File: src/tss_pkg.sv
// constants, types and state layout of the touch scan sequencer
//
// Behaviour
// - every scan period runs sensing, then processing, then a waiting timer phase
// - sensing visits enabled inputs only, lowest index first; disabled ones are skipped
// - processing evaluates the sensor data, then refreshes pin states and host status
// - output pins, touch status and interrupt raise change only in processing, once per period
// - scan period is host set, never shorter than 15 ms, reaching beyond one second
// - a detected touch raises the interrupt within one scan period
// - active mode scans every enabled sensor each short period, 30 ms by default
// - doze mode uses a longer period, 195 ms by default
// - sleep mode scans nothing; only host port and pin inputs stay alive
// - active and doze periods are two separate host settings
// - inactivity timer moves active to doze; a zero limit disables it
// - by default any button touch in doze returns to active
// - with wake sequence enabled, doze leaves only after the touch sequence completes
// - host may force the mode through the mode control register
// - sensor turns on when ticks reach threshold plus hysteresis
// - sensor turns off only when ticks fall below threshold minus hysteresis, or when its input is disabled
// - wheel reports one on state when any of its sensors is on
// - wheel position by centre of gravity, zero up to the configured maximum
// - position zero at the lowest wheel input, maximum at the highest
// - rotation flagged when position moves by the step; clockwise when increasing
// - per sensor sensitivity sets the number of accumulate and transfer cycles
// - each cycle accumulates, compensates and transfers; then the ticks are stored
// - interrupt tells the host that new sensor status is ready to read
package tss_pkg;

	// ----------------------------------------------------------------
	// sizes and timing
	// ----------------------------------------------------------------
	localparam int NSENS = 12;
	localparam int TW = 16;
	localparam int CLK_FREQ_HZ = 125000000;
	localparam int MS_PER_S = 1000;
	localparam int CYC_PER_MS_DEF = CLK_FREQ_HZ / MS_PER_S;
	localparam logic [10:0] PER_MIN_MS = 11'd15;
	localparam logic [10:0] ACT_PER_MS_RST = 11'd30;
	localparam logic [10:0] DOZE_PER_MS_RST = 11'd195;
	localparam logic [5:0] SYNC_WAIT = 6'h3;
	localparam logic [5:0] REP_BASE = 6'h4;

	// ----------------------------------------------------------------
	// register byte offsets
	// ----------------------------------------------------------------
	localparam logic [7:0] REG_MODE = 8'h00;
	localparam logic [7:0] REG_ENABLE = 8'h04;
	localparam logic [7:0] REG_WHEEL_CFG = 8'h08;
	localparam logic [7:0] REG_ACT_PER = 8'h0C;
	localparam logic [7:0] REG_DOZE_PER = 8'h10;
	localparam logic [7:0] REG_IDLE_LIM = 8'h14;
	localparam logic [7:0] REG_THRESH = 8'h18;
	localparam logic [7:0] REG_SENS = 8'h1C;
	localparam logic [7:0] REG_WAKE = 8'h20;
	localparam logic [7:0] REG_STATUS = 8'h24;
	localparam logic [7:0] REG_WHEEL_POS = 8'h28;
	localparam logic [7:0] REG_GPIO = 8'h2C;

	// ----------------------------------------------------------------
	// field positions and reset values
	// ----------------------------------------------------------------
	localparam int WMAX_LSB = 16;
	localparam int HYST_LSB = 16;
	localparam int STEP_LSB = 24;
	localparam int WAKE_A_LSB = 4;
	localparam int WAKE_B_LSB = 8;
	localparam int GPI_LSB = 8;
	localparam logic [11:0] EN_RST = 12'hFFF;
	localparam logic [11:0] WMASK_RST = 12'hFC0;
	localparam logic [7:0] WMAX_RST = 8'hFF;
	localparam logic [15:0] IDLE_LIM_RST = 16'h07D0;
	localparam logic [15:0] THR_RST = 16'h0064;
	localparam logic [7:0] HYST_RST = 8'h0A;
	localparam logic [7:0] STEP_RST = 8'h04;
	localparam logic [23:0] SENS_RST = 24'h555555;

	// ----------------------------------------------------------------
	// modes, phases and types
	// ----------------------------------------------------------------
	typedef enum logic [1:0] {
		MODE_ACTIVE = 2'h0,
		MODE_DOZE = 2'h1,
		MODE_SLEEP = 2'h2
	} tss_mode_t;

	typedef enum logic [5:0] {
		ST_TIMER = 6'h01,
		ST_SENSE = 6'h02,
		ST_PACC = 6'h04,
		ST_PDIV = 6'h08,
		ST_PUPD = 6'h10,
		ST_SLEEP = 6'h20
	} tss_phase_t;

	typedef enum logic [3:0] {
		STEP_ACC = 4'h1,
		STEP_COMP = 4'h2,
		STEP_XFER = 4'h4,
		STEP_STORE = 4'h8
	} tss_step_t;

	// strobes toward the analog front end
	typedef struct packed {
		logic [3:0] sel;
		logic acc;
		logic comp;
		logic xfer;
		logic store;
	} tss_afe_t;

	typedef struct packed {
		tss_phase_t phase;
		tss_step_t step;
		tss_mode_t mode;
		logic [5:0] rep;
		logic [3:0] idx;
		logic [16:0] pre;
		logic [10:0] per_ms;
		logic [15:0] idle_ms;
		logic [11:0] en;
		logic [11:0] wmask;
		logic [7:0] wmax;
		logic [10:0] act_per;
		logic [10:0] doze_per;
		logic [15:0] idle_lim;
		logic [15:0] thr;
		logic [7:0] hyst;
		logic [7:0] rstep;
		logic [23:0] sens;
		logic wk_en;
		logic [3:0] wk_a;
		logic [3:0] wk_b;
		logic [1:0] wk_st;
		logic [NSENS-1:0][TW-1:0] ticks;
		logic [11:0] btn_w;
		logic [11:0] btn;
		logic wheel_on;
		logic cw;
		logic ccw;
		logic [7:0] pos;
		logic [39:0] num;
		logic [39:0] den;
		logic [3:0] wcnt;
		logic [2:0] dbit;
		logic [7:0] quo;
		logic [7:0] gpo_sh;
		logic [7:0] gpo;
		logic [7:0] gpi_s1;
		logic [7:0] gpi_s2;
		logic [7:0] general_input_function;
		logic [TW-1:0] tk_s1;
		logic [TW-1:0] tk_s2;
		logic irq;
		logic [31:0] rdata;
		logic rerr;
		tss_afe_t afe;
	} tss_state_t;

endpackage

File: src/tss_scan_seq.sv
// scan sequencer, touch decision, wheel and mode control with an apb register port
//
// Implementation choices: the register addresses and the APB interface to the registers.
module tss_scan_seq #(
	parameter int CYC_PER_MS = tss_pkg::CYC_PER_MS_DEF // clock cycles per millisecond
) (
	input wire logic sys_clk_i, // 125 MHz system clock
	input wire logic resetn_i, // async reset, active low
	input wire logic ce_i, // clock enable, freezes all state when low
	input wire logic psel_i, // apb select
	input wire logic penable_i, // apb access phase
	input wire logic pwrite_i, // apb direction, high for write
	input wire logic [7:0] paddr_i, // apb byte address
	input wire logic [31:0] pwdata_i, // apb write data
	output logic [31:0] prdata_o, // apb read data
	output logic pready_o, // apb ready
	output logic pslverr_o, // apb error on unmapped address
	input wire logic [tss_pkg::TW-1:0] afe_ticks_i, // ticks from the front end converter
	output tss_pkg::tss_afe_t afe_o, // front end channel select and step strobes
	input wire logic [7:0] gpi_i, // general input pins
	output logic [7:0] gpio_o, // general output pins
	output logic [1:0] power_mode_o, // current operating mode
	output logic host_irq_n_o // interrupt to host, active low
);
	import tss_pkg::*;

	// ----------------------------------------------------------------
	// state and reset value
	// ----------------------------------------------------------------
	localparam tss_state_t ST_RST = '{
		phase: ST_TIMER,
		step: STEP_ACC,
		mode: MODE_ACTIVE,
		en: EN_RST,
		wmask: WMASK_RST,
		wmax: WMAX_RST,
		act_per: ACT_PER_MS_RST,
		doze_per: DOZE_PER_MS_RST,
		idle_lim: IDLE_LIM_RST,
		thr: THR_RST,
		hyst: HYST_RST,
		rstep: STEP_RST,
		sens: SENS_RST,
		default: '0
	};

	tss_state_t st;
	tss_state_t next_st;

	logic setup;
	logic wr;
	logic rd_acc;
	logic tick_ms;
	logic [10:0] per_sel;
	logic [10:0] period;
	logic [5:0] reps;
	logic [TW-1:0] cur_tk;
	logic [TW:0] on_lvl;
	logic rel_hit;
	logic [39:0] num_sum;
	logic [39:0] den_sum;
	logic [3:0] wcnt_n;
	logic [39:0] den_sh;
	logic [11:0] wheel_btn;
	logic new_wheel;
	logic [7:0] new_pos;
	logic [8:0] pos_up;
	logic [8:0] pos_dn;
	logic new_cw;
	logic new_ccw;
	logic [1:0] wdata_mode;

	// ----------------------------------------------------------------
	// helper terms
	// ----------------------------------------------------------------
	assign setup = psel_i & ~penable_i;
	assign wr = psel_i & penable_i & pwrite_i & ce_i;
	assign rd_acc = psel_i & penable_i & ~pwrite_i & ce_i;
	assign tick_ms = st.pre == 17'(CYC_PER_MS - 1);
	// per mode period, clamped so no period is shorter than the floor
	assign per_sel = (st.mode == MODE_DOZE) ? st.doze_per : st.act_per;
	assign period = (per_sel < PER_MIN_MS) ? PER_MIN_MS : per_sel;
	assign reps = REP_BASE << st.sens[2*st.idx +: 2];
	assign cur_tk = st.ticks[st.idx];
	assign on_lvl = {1'b0, st.thr} + {9'h000, st.hyst};
	// a threshold below the hysteresis has no reachable release level
	assign rel_hit = (st.thr > {8'h00, st.hyst}) && (cur_tk < st.thr - {8'h00, st.hyst});
	assign wcnt_n = st.wcnt + 4'h1;
	assign num_sum = st.num + 40'(32'(st.wcnt) * 32'(cur_tk));
	assign den_sum = st.den + {24'h000000, cur_tk};
	assign den_sh = st.den << st.dbit;
	assign wheel_btn = st.btn_w & st.en & st.wmask;
	assign new_wheel = |wheel_btn;
	assign new_pos = (st.den == 40'h0) ? st.pos : st.quo;
	assign pos_up = {1'b0, st.pos} + {1'b0, st.rstep};
	assign pos_dn = {1'b0, new_pos} + {1'b0, st.rstep};
	assign new_cw = new_wheel && st.wheel_on && ({1'b0, new_pos} >= pos_up);
	assign new_ccw = new_wheel && st.wheel_on && ({1'b0, st.pos} >= pos_dn);
	assign wdata_mode = pwdata_i[1:0];

	// ----------------------------------------------------------------
	// next state
	// ----------------------------------------------------------------
	always_comb begin
		next_st = st;
		if (ce_i) begin
			// pin inputs cross into the clock domain through two flops
			next_st.gpi_s1 = gpi_i;
			next_st.gpi_s2 = st.gpi_s1;
			next_st.tk_s1 = afe_ticks_i;
			next_st.tk_s2 = st.tk_s1;
			next_st.afe = '0;
			next_st.afe.sel = st.idx;

			// apb read data is taken in the setup cycle so it leaves a flop
			if (setup) begin
				next_st.rerr = 1'b0;
				case (paddr_i)
					REG_MODE: next_st.rdata = {30'h0, st.mode};
					REG_ENABLE: next_st.rdata = {20'h0, st.en};
					REG_WHEEL_CFG: next_st.rdata = {8'h0, st.wmax, 4'h0, st.wmask};
					REG_ACT_PER: next_st.rdata = {21'h0, st.act_per};
					REG_DOZE_PER: next_st.rdata = {21'h0, st.doze_per};
					REG_IDLE_LIM: next_st.rdata = {16'h0, st.idle_lim};
					REG_THRESH: next_st.rdata = {st.rstep, st.hyst, st.thr};
					REG_SENS: next_st.rdata = {8'h0, st.sens};
					REG_WAKE: next_st.rdata = {20'h0, st.wk_b, st.wk_a, 3'h0, st.wk_en};
					REG_STATUS: next_st.rdata = {16'h0, st.irq, st.ccw, st.cw, st.wheel_on, st.btn};
					REG_WHEEL_POS: next_st.rdata = {24'h0, st.pos};
					REG_GPIO: next_st.rdata = {16'h0, st.general_input_function, st.gpo_sh};
					default: begin
						next_st.rdata = 32'h0;
						next_st.rerr = 1'b1;
					end
				endcase
			end

			// configuration writes; output pins take the shadow later
			if (wr) begin
				case (paddr_i)
					REG_ENABLE: next_st.en = pwdata_i[11:0];
					REG_WHEEL_CFG: begin
						next_st.wmask = pwdata_i[11:0];
						next_st.wmax = pwdata_i[WMAX_LSB +: 8];
					end
					REG_ACT_PER: next_st.act_per = pwdata_i[10:0];
					REG_DOZE_PER: next_st.doze_per = pwdata_i[10:0];
					REG_IDLE_LIM: next_st.idle_lim = pwdata_i[15:0];
					REG_THRESH: begin
						next_st.thr = pwdata_i[15:0];
						next_st.hyst = pwdata_i[HYST_LSB +: 8];
						next_st.rstep = pwdata_i[STEP_LSB +: 8];
					end
					REG_SENS: next_st.sens = pwdata_i[23:0];
					REG_WAKE: begin
						next_st.wk_en = pwdata_i[0];
						next_st.wk_a = pwdata_i[WAKE_A_LSB +: 4];
						next_st.wk_b = pwdata_i[WAKE_B_LSB +: 4];
						next_st.wk_st = 2'h0;
					end
					REG_GPIO: next_st.gpo_sh = pwdata_i[7:0];
					default: ;
				endcase
			end

			// host read of status acknowledges the interrupt
			if (rd_acc && paddr_i == REG_STATUS) begin
				next_st.irq = 1'b0;
			end

			// millisecond base and period time, frozen in sleep
			if (st.phase != ST_SLEEP) begin
				next_st.pre = tick_ms ? 17'h0 : st.pre + 17'h1;
				if (tick_ms && st.per_ms != 11'h7FF) begin
					next_st.per_ms = st.per_ms + 11'h1;
				end
				if (tick_ms && st.mode == MODE_ACTIVE && st.idle_ms != 16'hFFFF) begin
					next_st.idle_ms = st.idle_ms + 16'h1;
				end
			end

			unique case (st.phase)
				// low power wait until the period has run out
				ST_TIMER: begin
					if (st.per_ms >= period) begin
						next_st.per_ms = 11'h0;
						next_st.pre = 17'h0;
						next_st.idx = 4'h0;
						next_st.rep = 6'h0;
						next_st.step = STEP_ACC;
						next_st.phase = ST_SENSE;
					end
				end
				// charge sequencing over the enabled inputs
				ST_SENSE: begin
					if (!st.en[st.idx] || (st.step == STEP_STORE && st.rep == SYNC_WAIT)) begin
						if (st.en[st.idx]) begin
							next_st.ticks[st.idx] = st.tk_s2;
						end
						next_st.rep = 6'h0;
						next_st.step = STEP_ACC;
						if (st.idx == 4'(NSENS - 1)) begin
							next_st.idx = 4'h0;
							next_st.num = 40'h0;
							next_st.den = 40'h0;
							next_st.wcnt = 4'h0;
							next_st.phase = ST_PACC;
						end else begin
							next_st.idx = st.idx + 4'h1;
						end
					end else begin
						unique case (st.step)
							STEP_ACC: begin
								next_st.afe.acc = 1'b1;
								next_st.step = STEP_COMP;
							end
							STEP_COMP: begin
								next_st.afe.comp = 1'b1;
								next_st.step = STEP_XFER;
							end
							STEP_XFER: begin
								next_st.afe.xfer = 1'b1;
								if (st.rep == reps - 6'h1) begin
									next_st.rep = 6'h0;
									next_st.step = STEP_STORE;
									next_st.afe.store = 1'b1;
								end else begin
									next_st.rep = st.rep + 6'h1;
									next_st.step = STEP_ACC;
								end
							end
							STEP_STORE: begin
								next_st.rep = st.rep + 6'h1;
							end
						endcase
					end
				end
				// touch decision and wheel sums, one sensor a cycle
				ST_PACC: begin
					if (!st.en[st.idx]) begin
						next_st.btn_w[st.idx] = 1'b0;
					end else if (!st.btn_w[st.idx] && {1'b0, cur_tk} >= on_lvl) begin
						next_st.btn_w[st.idx] = 1'b1;
					end else if (st.btn_w[st.idx] && rel_hit) begin
						next_st.btn_w[st.idx] = 1'b0;
					end
					if (st.en[st.idx] && st.wmask[st.idx]) begin
						next_st.num = num_sum;
						next_st.den = den_sum;
						next_st.wcnt = wcnt_n;
					end
					if (st.idx == 4'(NSENS - 1)) begin
						// scale so the quotient spans zero to the maximum
						if (st.en[st.idx] && st.wmask[st.idx]) begin
							next_st.num = 40'(num_sum * {32'h0, st.wmax});
							next_st.den = (wcnt_n < 4'h2) ? 40'h0 : 40'(den_sum * {36'h0, wcnt_n - 4'h1});
						end else begin
							next_st.num = 40'(st.num * {32'h0, st.wmax});
							next_st.den = (st.wcnt < 4'h2) ? 40'h0 : 40'(st.den * {36'h0, st.wcnt - 4'h1});
						end
						next_st.idx = 4'h0;
						next_st.dbit = 3'h7;
						next_st.quo = 8'h00;
						next_st.phase = ST_PDIV;
					end else begin
						next_st.idx = st.idx + 4'h1;
					end
				end
				// restoring divide, one quotient bit a cycle
				ST_PDIV: begin
					if (st.den != 40'h0 && st.num >= den_sh) begin
						next_st.num = st.num - den_sh;
						next_st.quo[st.dbit] = 1'b1;
					end
					if (st.dbit == 3'h0) begin
						next_st.phase = ST_PUPD;
					end else begin
						next_st.dbit = st.dbit - 3'h1;
					end
				end
				// the one cycle in which output pins, touch status and interrupt raise change
				ST_PUPD: begin
					next_st.btn = st.btn_w;
					next_st.wheel_on = new_wheel;
					next_st.cw = new_cw;
					next_st.ccw = new_ccw;
					if (new_wheel) begin
						next_st.pos = new_pos;
					end
					next_st.gpo = st.gpo_sh;
					next_st.general_input_function = st.gpi_s2;
					if (st.btn_w != st.btn || new_wheel != st.wheel_on || new_cw || new_ccw
							|| (new_wheel && new_pos != st.pos) || st.gpi_s2 != st.general_input_function) begin
						next_st.irq = 1'b1;
					end
					if (st.mode == MODE_ACTIVE) begin
						if (|(st.btn_w & st.en)) begin
							next_st.idle_ms = 16'h0;
						end else if (st.idle_lim != 16'h0 && st.idle_ms >= st.idle_lim) begin
							next_st.mode = MODE_DOZE;
							next_st.wk_st = 2'h0;
						end
					end else if (!st.wk_en) begin
						if (|(st.btn_w & st.en & ~st.wmask)) begin
							next_st.mode = MODE_ACTIVE;
							next_st.idle_ms = 16'h0;
						end
					end else begin
						// touch a, release a, touch b, release b
						unique case (st.wk_st)
							2'h0: if (st.btn_w[st.wk_a]) next_st.wk_st = 2'h1;
							2'h1: if (!st.btn_w[st.wk_a]) next_st.wk_st = 2'h2;
							2'h2: begin
								if (st.btn_w[st.wk_b]) begin
									next_st.wk_st = 2'h3;
								end else if (|(st.btn_w & st.en & ~st.wmask)) begin
									next_st.wk_st = 2'h0;
								end
							end
							2'h3: begin
								if (!st.btn_w[st.wk_b]) begin
									next_st.wk_st = 2'h0;
									next_st.mode = MODE_ACTIVE;
									next_st.idle_ms = 16'h0;
								end
							end
						endcase
					end
					next_st.phase = ST_TIMER;
				end
				// nothing scans; the general inputs still follow the pins
				ST_SLEEP: begin
					next_st.general_input_function = st.gpi_s2;
				end
			endcase

			// host forced mode takes priority over the automatic moves
			if (wr && paddr_i == REG_MODE && wdata_mode != 2'h3) begin
				next_st.mode = tss_mode_t'(wdata_mode);
				next_st.idle_ms = 16'h0;
				next_st.wk_st = 2'h0;
				if (wdata_mode == MODE_SLEEP) begin
					next_st.phase = ST_SLEEP;
					next_st.afe = '0;
				end else if (st.phase == ST_SLEEP) begin
					next_st.phase = ST_TIMER;
					next_st.per_ms = 11'h0;
					next_st.pre = 17'h0;
				end
			end
		end
	end

	// ----------------------------------------------------------------
	// state register
	// ----------------------------------------------------------------
	always_ff @(posedge sys_clk_i or negedge resetn_i) begin
		if (!resetn_i) begin
			st <= ST_RST;
		end else begin
			st <= next_st;
		end
	end

	// outputs; apb answers in its first access cycle
	assign prdata_o = st.rdata;
	assign pslverr_o = psel_i & penable_i & st.rerr;
	assign pready_o = psel_i & penable_i & ce_i;
	assign afe_o = st.afe;
	assign gpio_o = st.gpo;
	assign power_mode_o = st.mode;
	assign host_irq_n_o = ~st.irq;
endmodule

File: config.mk
export PLATFORM = sky130hd
export DESIGN_NAME = tss_scan_seq
export DESIGN_NICKNAME = d
export VERILOG_FILES = /design/src/tss_pkg.sv /design/src/tss_scan_seq.sv
export SDC_FILE = /design/constraint.sdc
export NUM_CORES = 2
export LEC_CHECK = 0
export BUFFER_PORTS_ARGS = -buffer_cell sky130_fd_sc_hd__buf_2
export CAP_MARGIN = 20
export CORE_UTILIZATION = 30
export CTS_BUF_LIST = sky130_fd_sc_hd__clkbuf_4
export DETAILED_ROUTE_END_ITERATION = 10
export PLACE_DENSITY = 0.5
export SYNTH_ARGS = -nofsm -noshare
export SYNTH_HDL_FRONTEND = slang
export SYNTH_SLANG_ARGS = --single-unit
File: constraint.sdc
create_clock -name sys_clk_i -period 12.9 [get_ports sys_clk_i]
set_input_delay 0.645 -clock sys_clk_i [delete_from_list [all_inputs] [get_ports sys_clk_i]]
set_output_delay 0.645 -clock sys_clk_i [all_outputs]
set_load 0.1 [all_outputs]
==> results.sh <==
export IMPL_fin_total_pwr_mw=7.86
export IMPL_final_core_util_pct=33.2
export IMPL_postSynth_asyncResetShare_pct=100
export IMPL_drv_cap=0
export IMPL_fin_worst_skew_ns=0.145
export IMPL_dieHeight_um=478
export IMPL_status="complete, no violations"
export IMPL_grt_pass1_wl_um=354000
export IMPL_grt_remaining_overflow=0
export IMPL_synthesis_area_mm2=0.0680
export IMPL_clk_transition_reported_paths_ns=0.07
export IMPL_largest_net_degree_at_the_start_of_global_routing=154
export IMPL_switching_fraction_pct=45.2
export IMPL_tritoncts_num_buffers=184
export IMPL_final_setup_worst_slack_ns=0.874
export IMPL_synthesized_area_divided_by_synthesized_cell_count_um2=9.41
export IMPL_p_clk_share_pct=25.9
export IMPL_critPathMaxFanout=29
export IMPL_finalHoldViolations=0
export IMPL_syn_inst=7222
export IMPL_vias_per_cell=5.25
export IMPL_peakVddDrop_mv=0.163
export IMPL_critPathBufInv=8
export IMPL_comb_power_share_pct=41.2
export IMPL_synth_warnings=0
export IMPL_worst_ep_required_time_ns=13.97
export IMPL_grtUsageTotal_pct=20.0
export IMPL_fin_tns_setup_ns=0
export IMPL_fill_cells=23400
export IMPL_timing_slew_headroom_pct=24.5
export IMPL_routed_wl_um=229000
export IMPL_area_growth_pct=9.86
export IMPL_final_max_slew_violation_count=0
export IMPL_syn_nets=8278
export IMPL_place_congestion=0.916
export IMPL_placement_io_buffers=122
export IMPL_cpMaxStageDelayCell="xnor2_1"
export IMPL_ys_types=118
export IMPL_final_setup_viol_count=0
export IMPL_crit_path_end_kind="flip-flop"
export IMPL_power_switching_mw=3.55
export IMPL_final_antenna_net_count=0
export IMPL_clkLatencyLatePin_ns=1.23
export IMPL_max_freq_mhz=83.2
export IMPL_drt_pass1_iter_count=6
export IMPL_timing_final_crit_share_pct=93.2
export IMPL_cellInternalPower_mw=4.31
export IMPL_register_area_share_after_synthesis_pct=23.6
export IMPL_antenna_found_initial=14
export IMPL_critPathArrivalTime_ns=13.09
export IMPL_timing_worst_slew_pin_value_ns=1.13
export IMPL_detail_route_wl_per_cell_um=22.0
export IMPL_postSynth_topFlopCell="dfrtp_1"
export IMPL_start_util_pct=30.2
export IMPL_layout_nets=8344
export IMPL_cts_tree="built"
export IMPL_post_cts_setup_buffers=0
export IMPL_die_x_um=478
export IMPL_rsz0062_at_grt="false"
export IMPL_final_min_clock_period_ns=12.03
export IMPL_floorplan_core_area_mm2=0.225
export IMPL_hold_class="in2async"
export IMPL_via_count=54800
export IMPL_max_clock_path_buffers=3
export IMPL_postSynthRegisterBits=639
export IMPL_place_ws_ns=0.610
export IMPL_first_global_vias=57000
export IMPL_cts_max_level=4
export IMPL_timing_hold_ws_ns=0.199
export IMPL_floorplan_io_pins=123
export IMPL_num_rows=174
export IMPL_setup_worst_path_start_class="flip-flop"
export IMPL_critical_path_most_common_cell="fa_1"
export IMPL_worst_setup_path_type="reg2reg"
export IMPL_drt_initial_drc_count=4275
export IMPL_fp_dieArea_mm2=0.228
export IMPL_critical_path_max_stage_delay_ns=0.84
export IMPL_path_delay_family="adder cells"
export IMPL_cts_sink_count=639
export IMPL_drc=0
export IMPL_dpl_hpwl_um=171000
export IMPL_root_buffer="clkbuf_4"
export IMPL_power_sequential_fraction_pct=32.9
export IMPL_layout_drive_gt1_share_pct=16.6
export IMPL_synth_edf_count=0
export IMPL_power_density_mw_per_mm2=105
export IMPL_static_leakage_power_nw=33.9
synthesized netlist by cell type, types with 57 or more instances:
library cell,n,share of area (%)
nand4_1,57,0.52
nor2b_1,159,1.5
fa_1,605,18
clkbuf_1,291,1.6
buf_4,59,0.65
nand2b_1,71,0.65
mux2_2,418,6.9
ha_1,381,7.0
xor2_1,120,1.5
dfrtp_1,579,21
inv_1,711,3.9
nor3_1,73,0.54
dfstp_2,60,2.3
a21oi_1,284,2.1
mux4_2,95,3.1
mux2i_1,104,1.5
nand3_1,112,0.82
o21ai_0,328,2.4
a21o_1,129,1.4
and2_1,359,3.3
xnor2_1,206,2.7
and3_1,57,0.52
nor2_1,277,1.5
nand2_1,839,4.6
placed cells by master (no fill, tap or decap), types with 60 or more instances in the layout:
cell type	Yosys	routed
nor2_1	277	260
clkbuf_4	0	284
inv_1	711	710
nand3_1	112	112
a21o_1	129	129
and2_1	359	359
buf_2	35	121
dlygate4sd3_1	0	65
mux2_2	418	418
xnor2_1	206	205
ha_1	381	381
mux4_2	95	95
a21oi_1	284	284
fa_1	605	605
xor2_1	120	116
buf_4	59	135
nand2_1	839	839
nor2b_1	159	158
nand2b_1	71	71
nor3_1	73	72
mux2i_1	104	104
dfstp_2	60	60
o21ai_0	328	320
dfrtp_1	579	572
per-layer routing:
layer | GRT usage [%] | part of all wire [%] | vias up
li1 | - | - | 24800
met1 | 26.8 | 44 | 28000
met5 | 0 | 0.010 | -
met3 | 3.16 | 5.7 | 336
met4 | 6.45 | 2.8 | 4
met2 | 32.8 | 47 | 1726
timing repair:
action                     in CTS  in global routing
setup endpoints to repair       0                  1
resized for setup               0                  1
hold endpoints to repair      291                  0
hold buffers                   65                  0
final timing paths:
kind	from	endpoint	slack, ns	cells after the start
hold reg to reg	prdata_o[3]	prdata_o[3]	0.48	2
setup reg to reg	st[617]	st[205]	0.87	39
min in group sys_clk_i	paddr_i[0]	prdata_o[21]	0.20	4
setup / recovery	st[617]	st[205]	0.87	39
hold / removal	resetn_i	st[71]	0.20	2
max in group asynchronous	resetn_i	prdata_o[17]	10.26	4
worst register-to-register path, delay by kind of cell (launching register included):
| kind | cells | cell delay, ns |
|---|---|---|
| AO/OA/AOI/OAI | 5 | 1.54 |
| XOR/XNOR | 2 | 1.04 |
| adder cells (fa/ha/maj) | 9 | 4.09 |
| buffers and inverters | 8 | 1.37 |
| flip-flops | 1 | 0.81 |
| multiplexers | 2 | 0.67 |
| AND/OR/NAND/NOR | 13 | 2.47 |
final cells by class:
type	count	area, µm²	area share, %
Antenna cell	7	17.5	0.0235
Inverter	714	2680	3.59
Sequential cell	639	16100	21.5
Multi-Input combinational cell	5423	47300	63.4
Tap cell	2992	3740	5.01
Clock buffer	284	2130	2.86
Timing Repair Buffer	326	2370	3.18
Clock inverter	46	299	0.401
per-stage QoR:
stage	instances	instance area, µm²
floorplan	7222	68000
global placement	10000	71500
detailed placement	10000	71500
CTS	10400	74600
global route	10400	74700
finish	10400	74700
power groups by stage:
stage / Combinational [mW] / Sequential (mW) / Clock (mW)
after floorplan: 2.24 / 2.28 / 0
after global placement: 3.16 / 2.61 / 0
after detailed placement: 3.18 / 2.61 / 0
after CTS: 3.21 / 2.58 / 2.11
after global routing: 3.51 / 2.61 / 2.22
final: 3.24 / 2.59 / 2.03
state kept, by name, summed over array words and instances, names as in the netlist, named ones only:
signal / count
gpio_o: 8
afe_o: 8
prdata_o: 32
st: 577
power_mode_o: 2
logic make-up after synthesis:
| group | after synthesis | share of synthesized area [%] |
|---|---|---|
| AOI/OAI and AO/OA | 1327 | 12.9 |
| xor gates and xnor gates | 334 | 4.43 |
| adders and majority gates | 986 | 24.8 |
| buffers and inverters | 1160 | 6.90 |
| DFF | 639 | 23.6 |
| muxes | 617 | 11.6 |
| and+or+nand+nor | 2159 | 15.7 |
No activity file was read; power rests on OpenSTA's default activity.
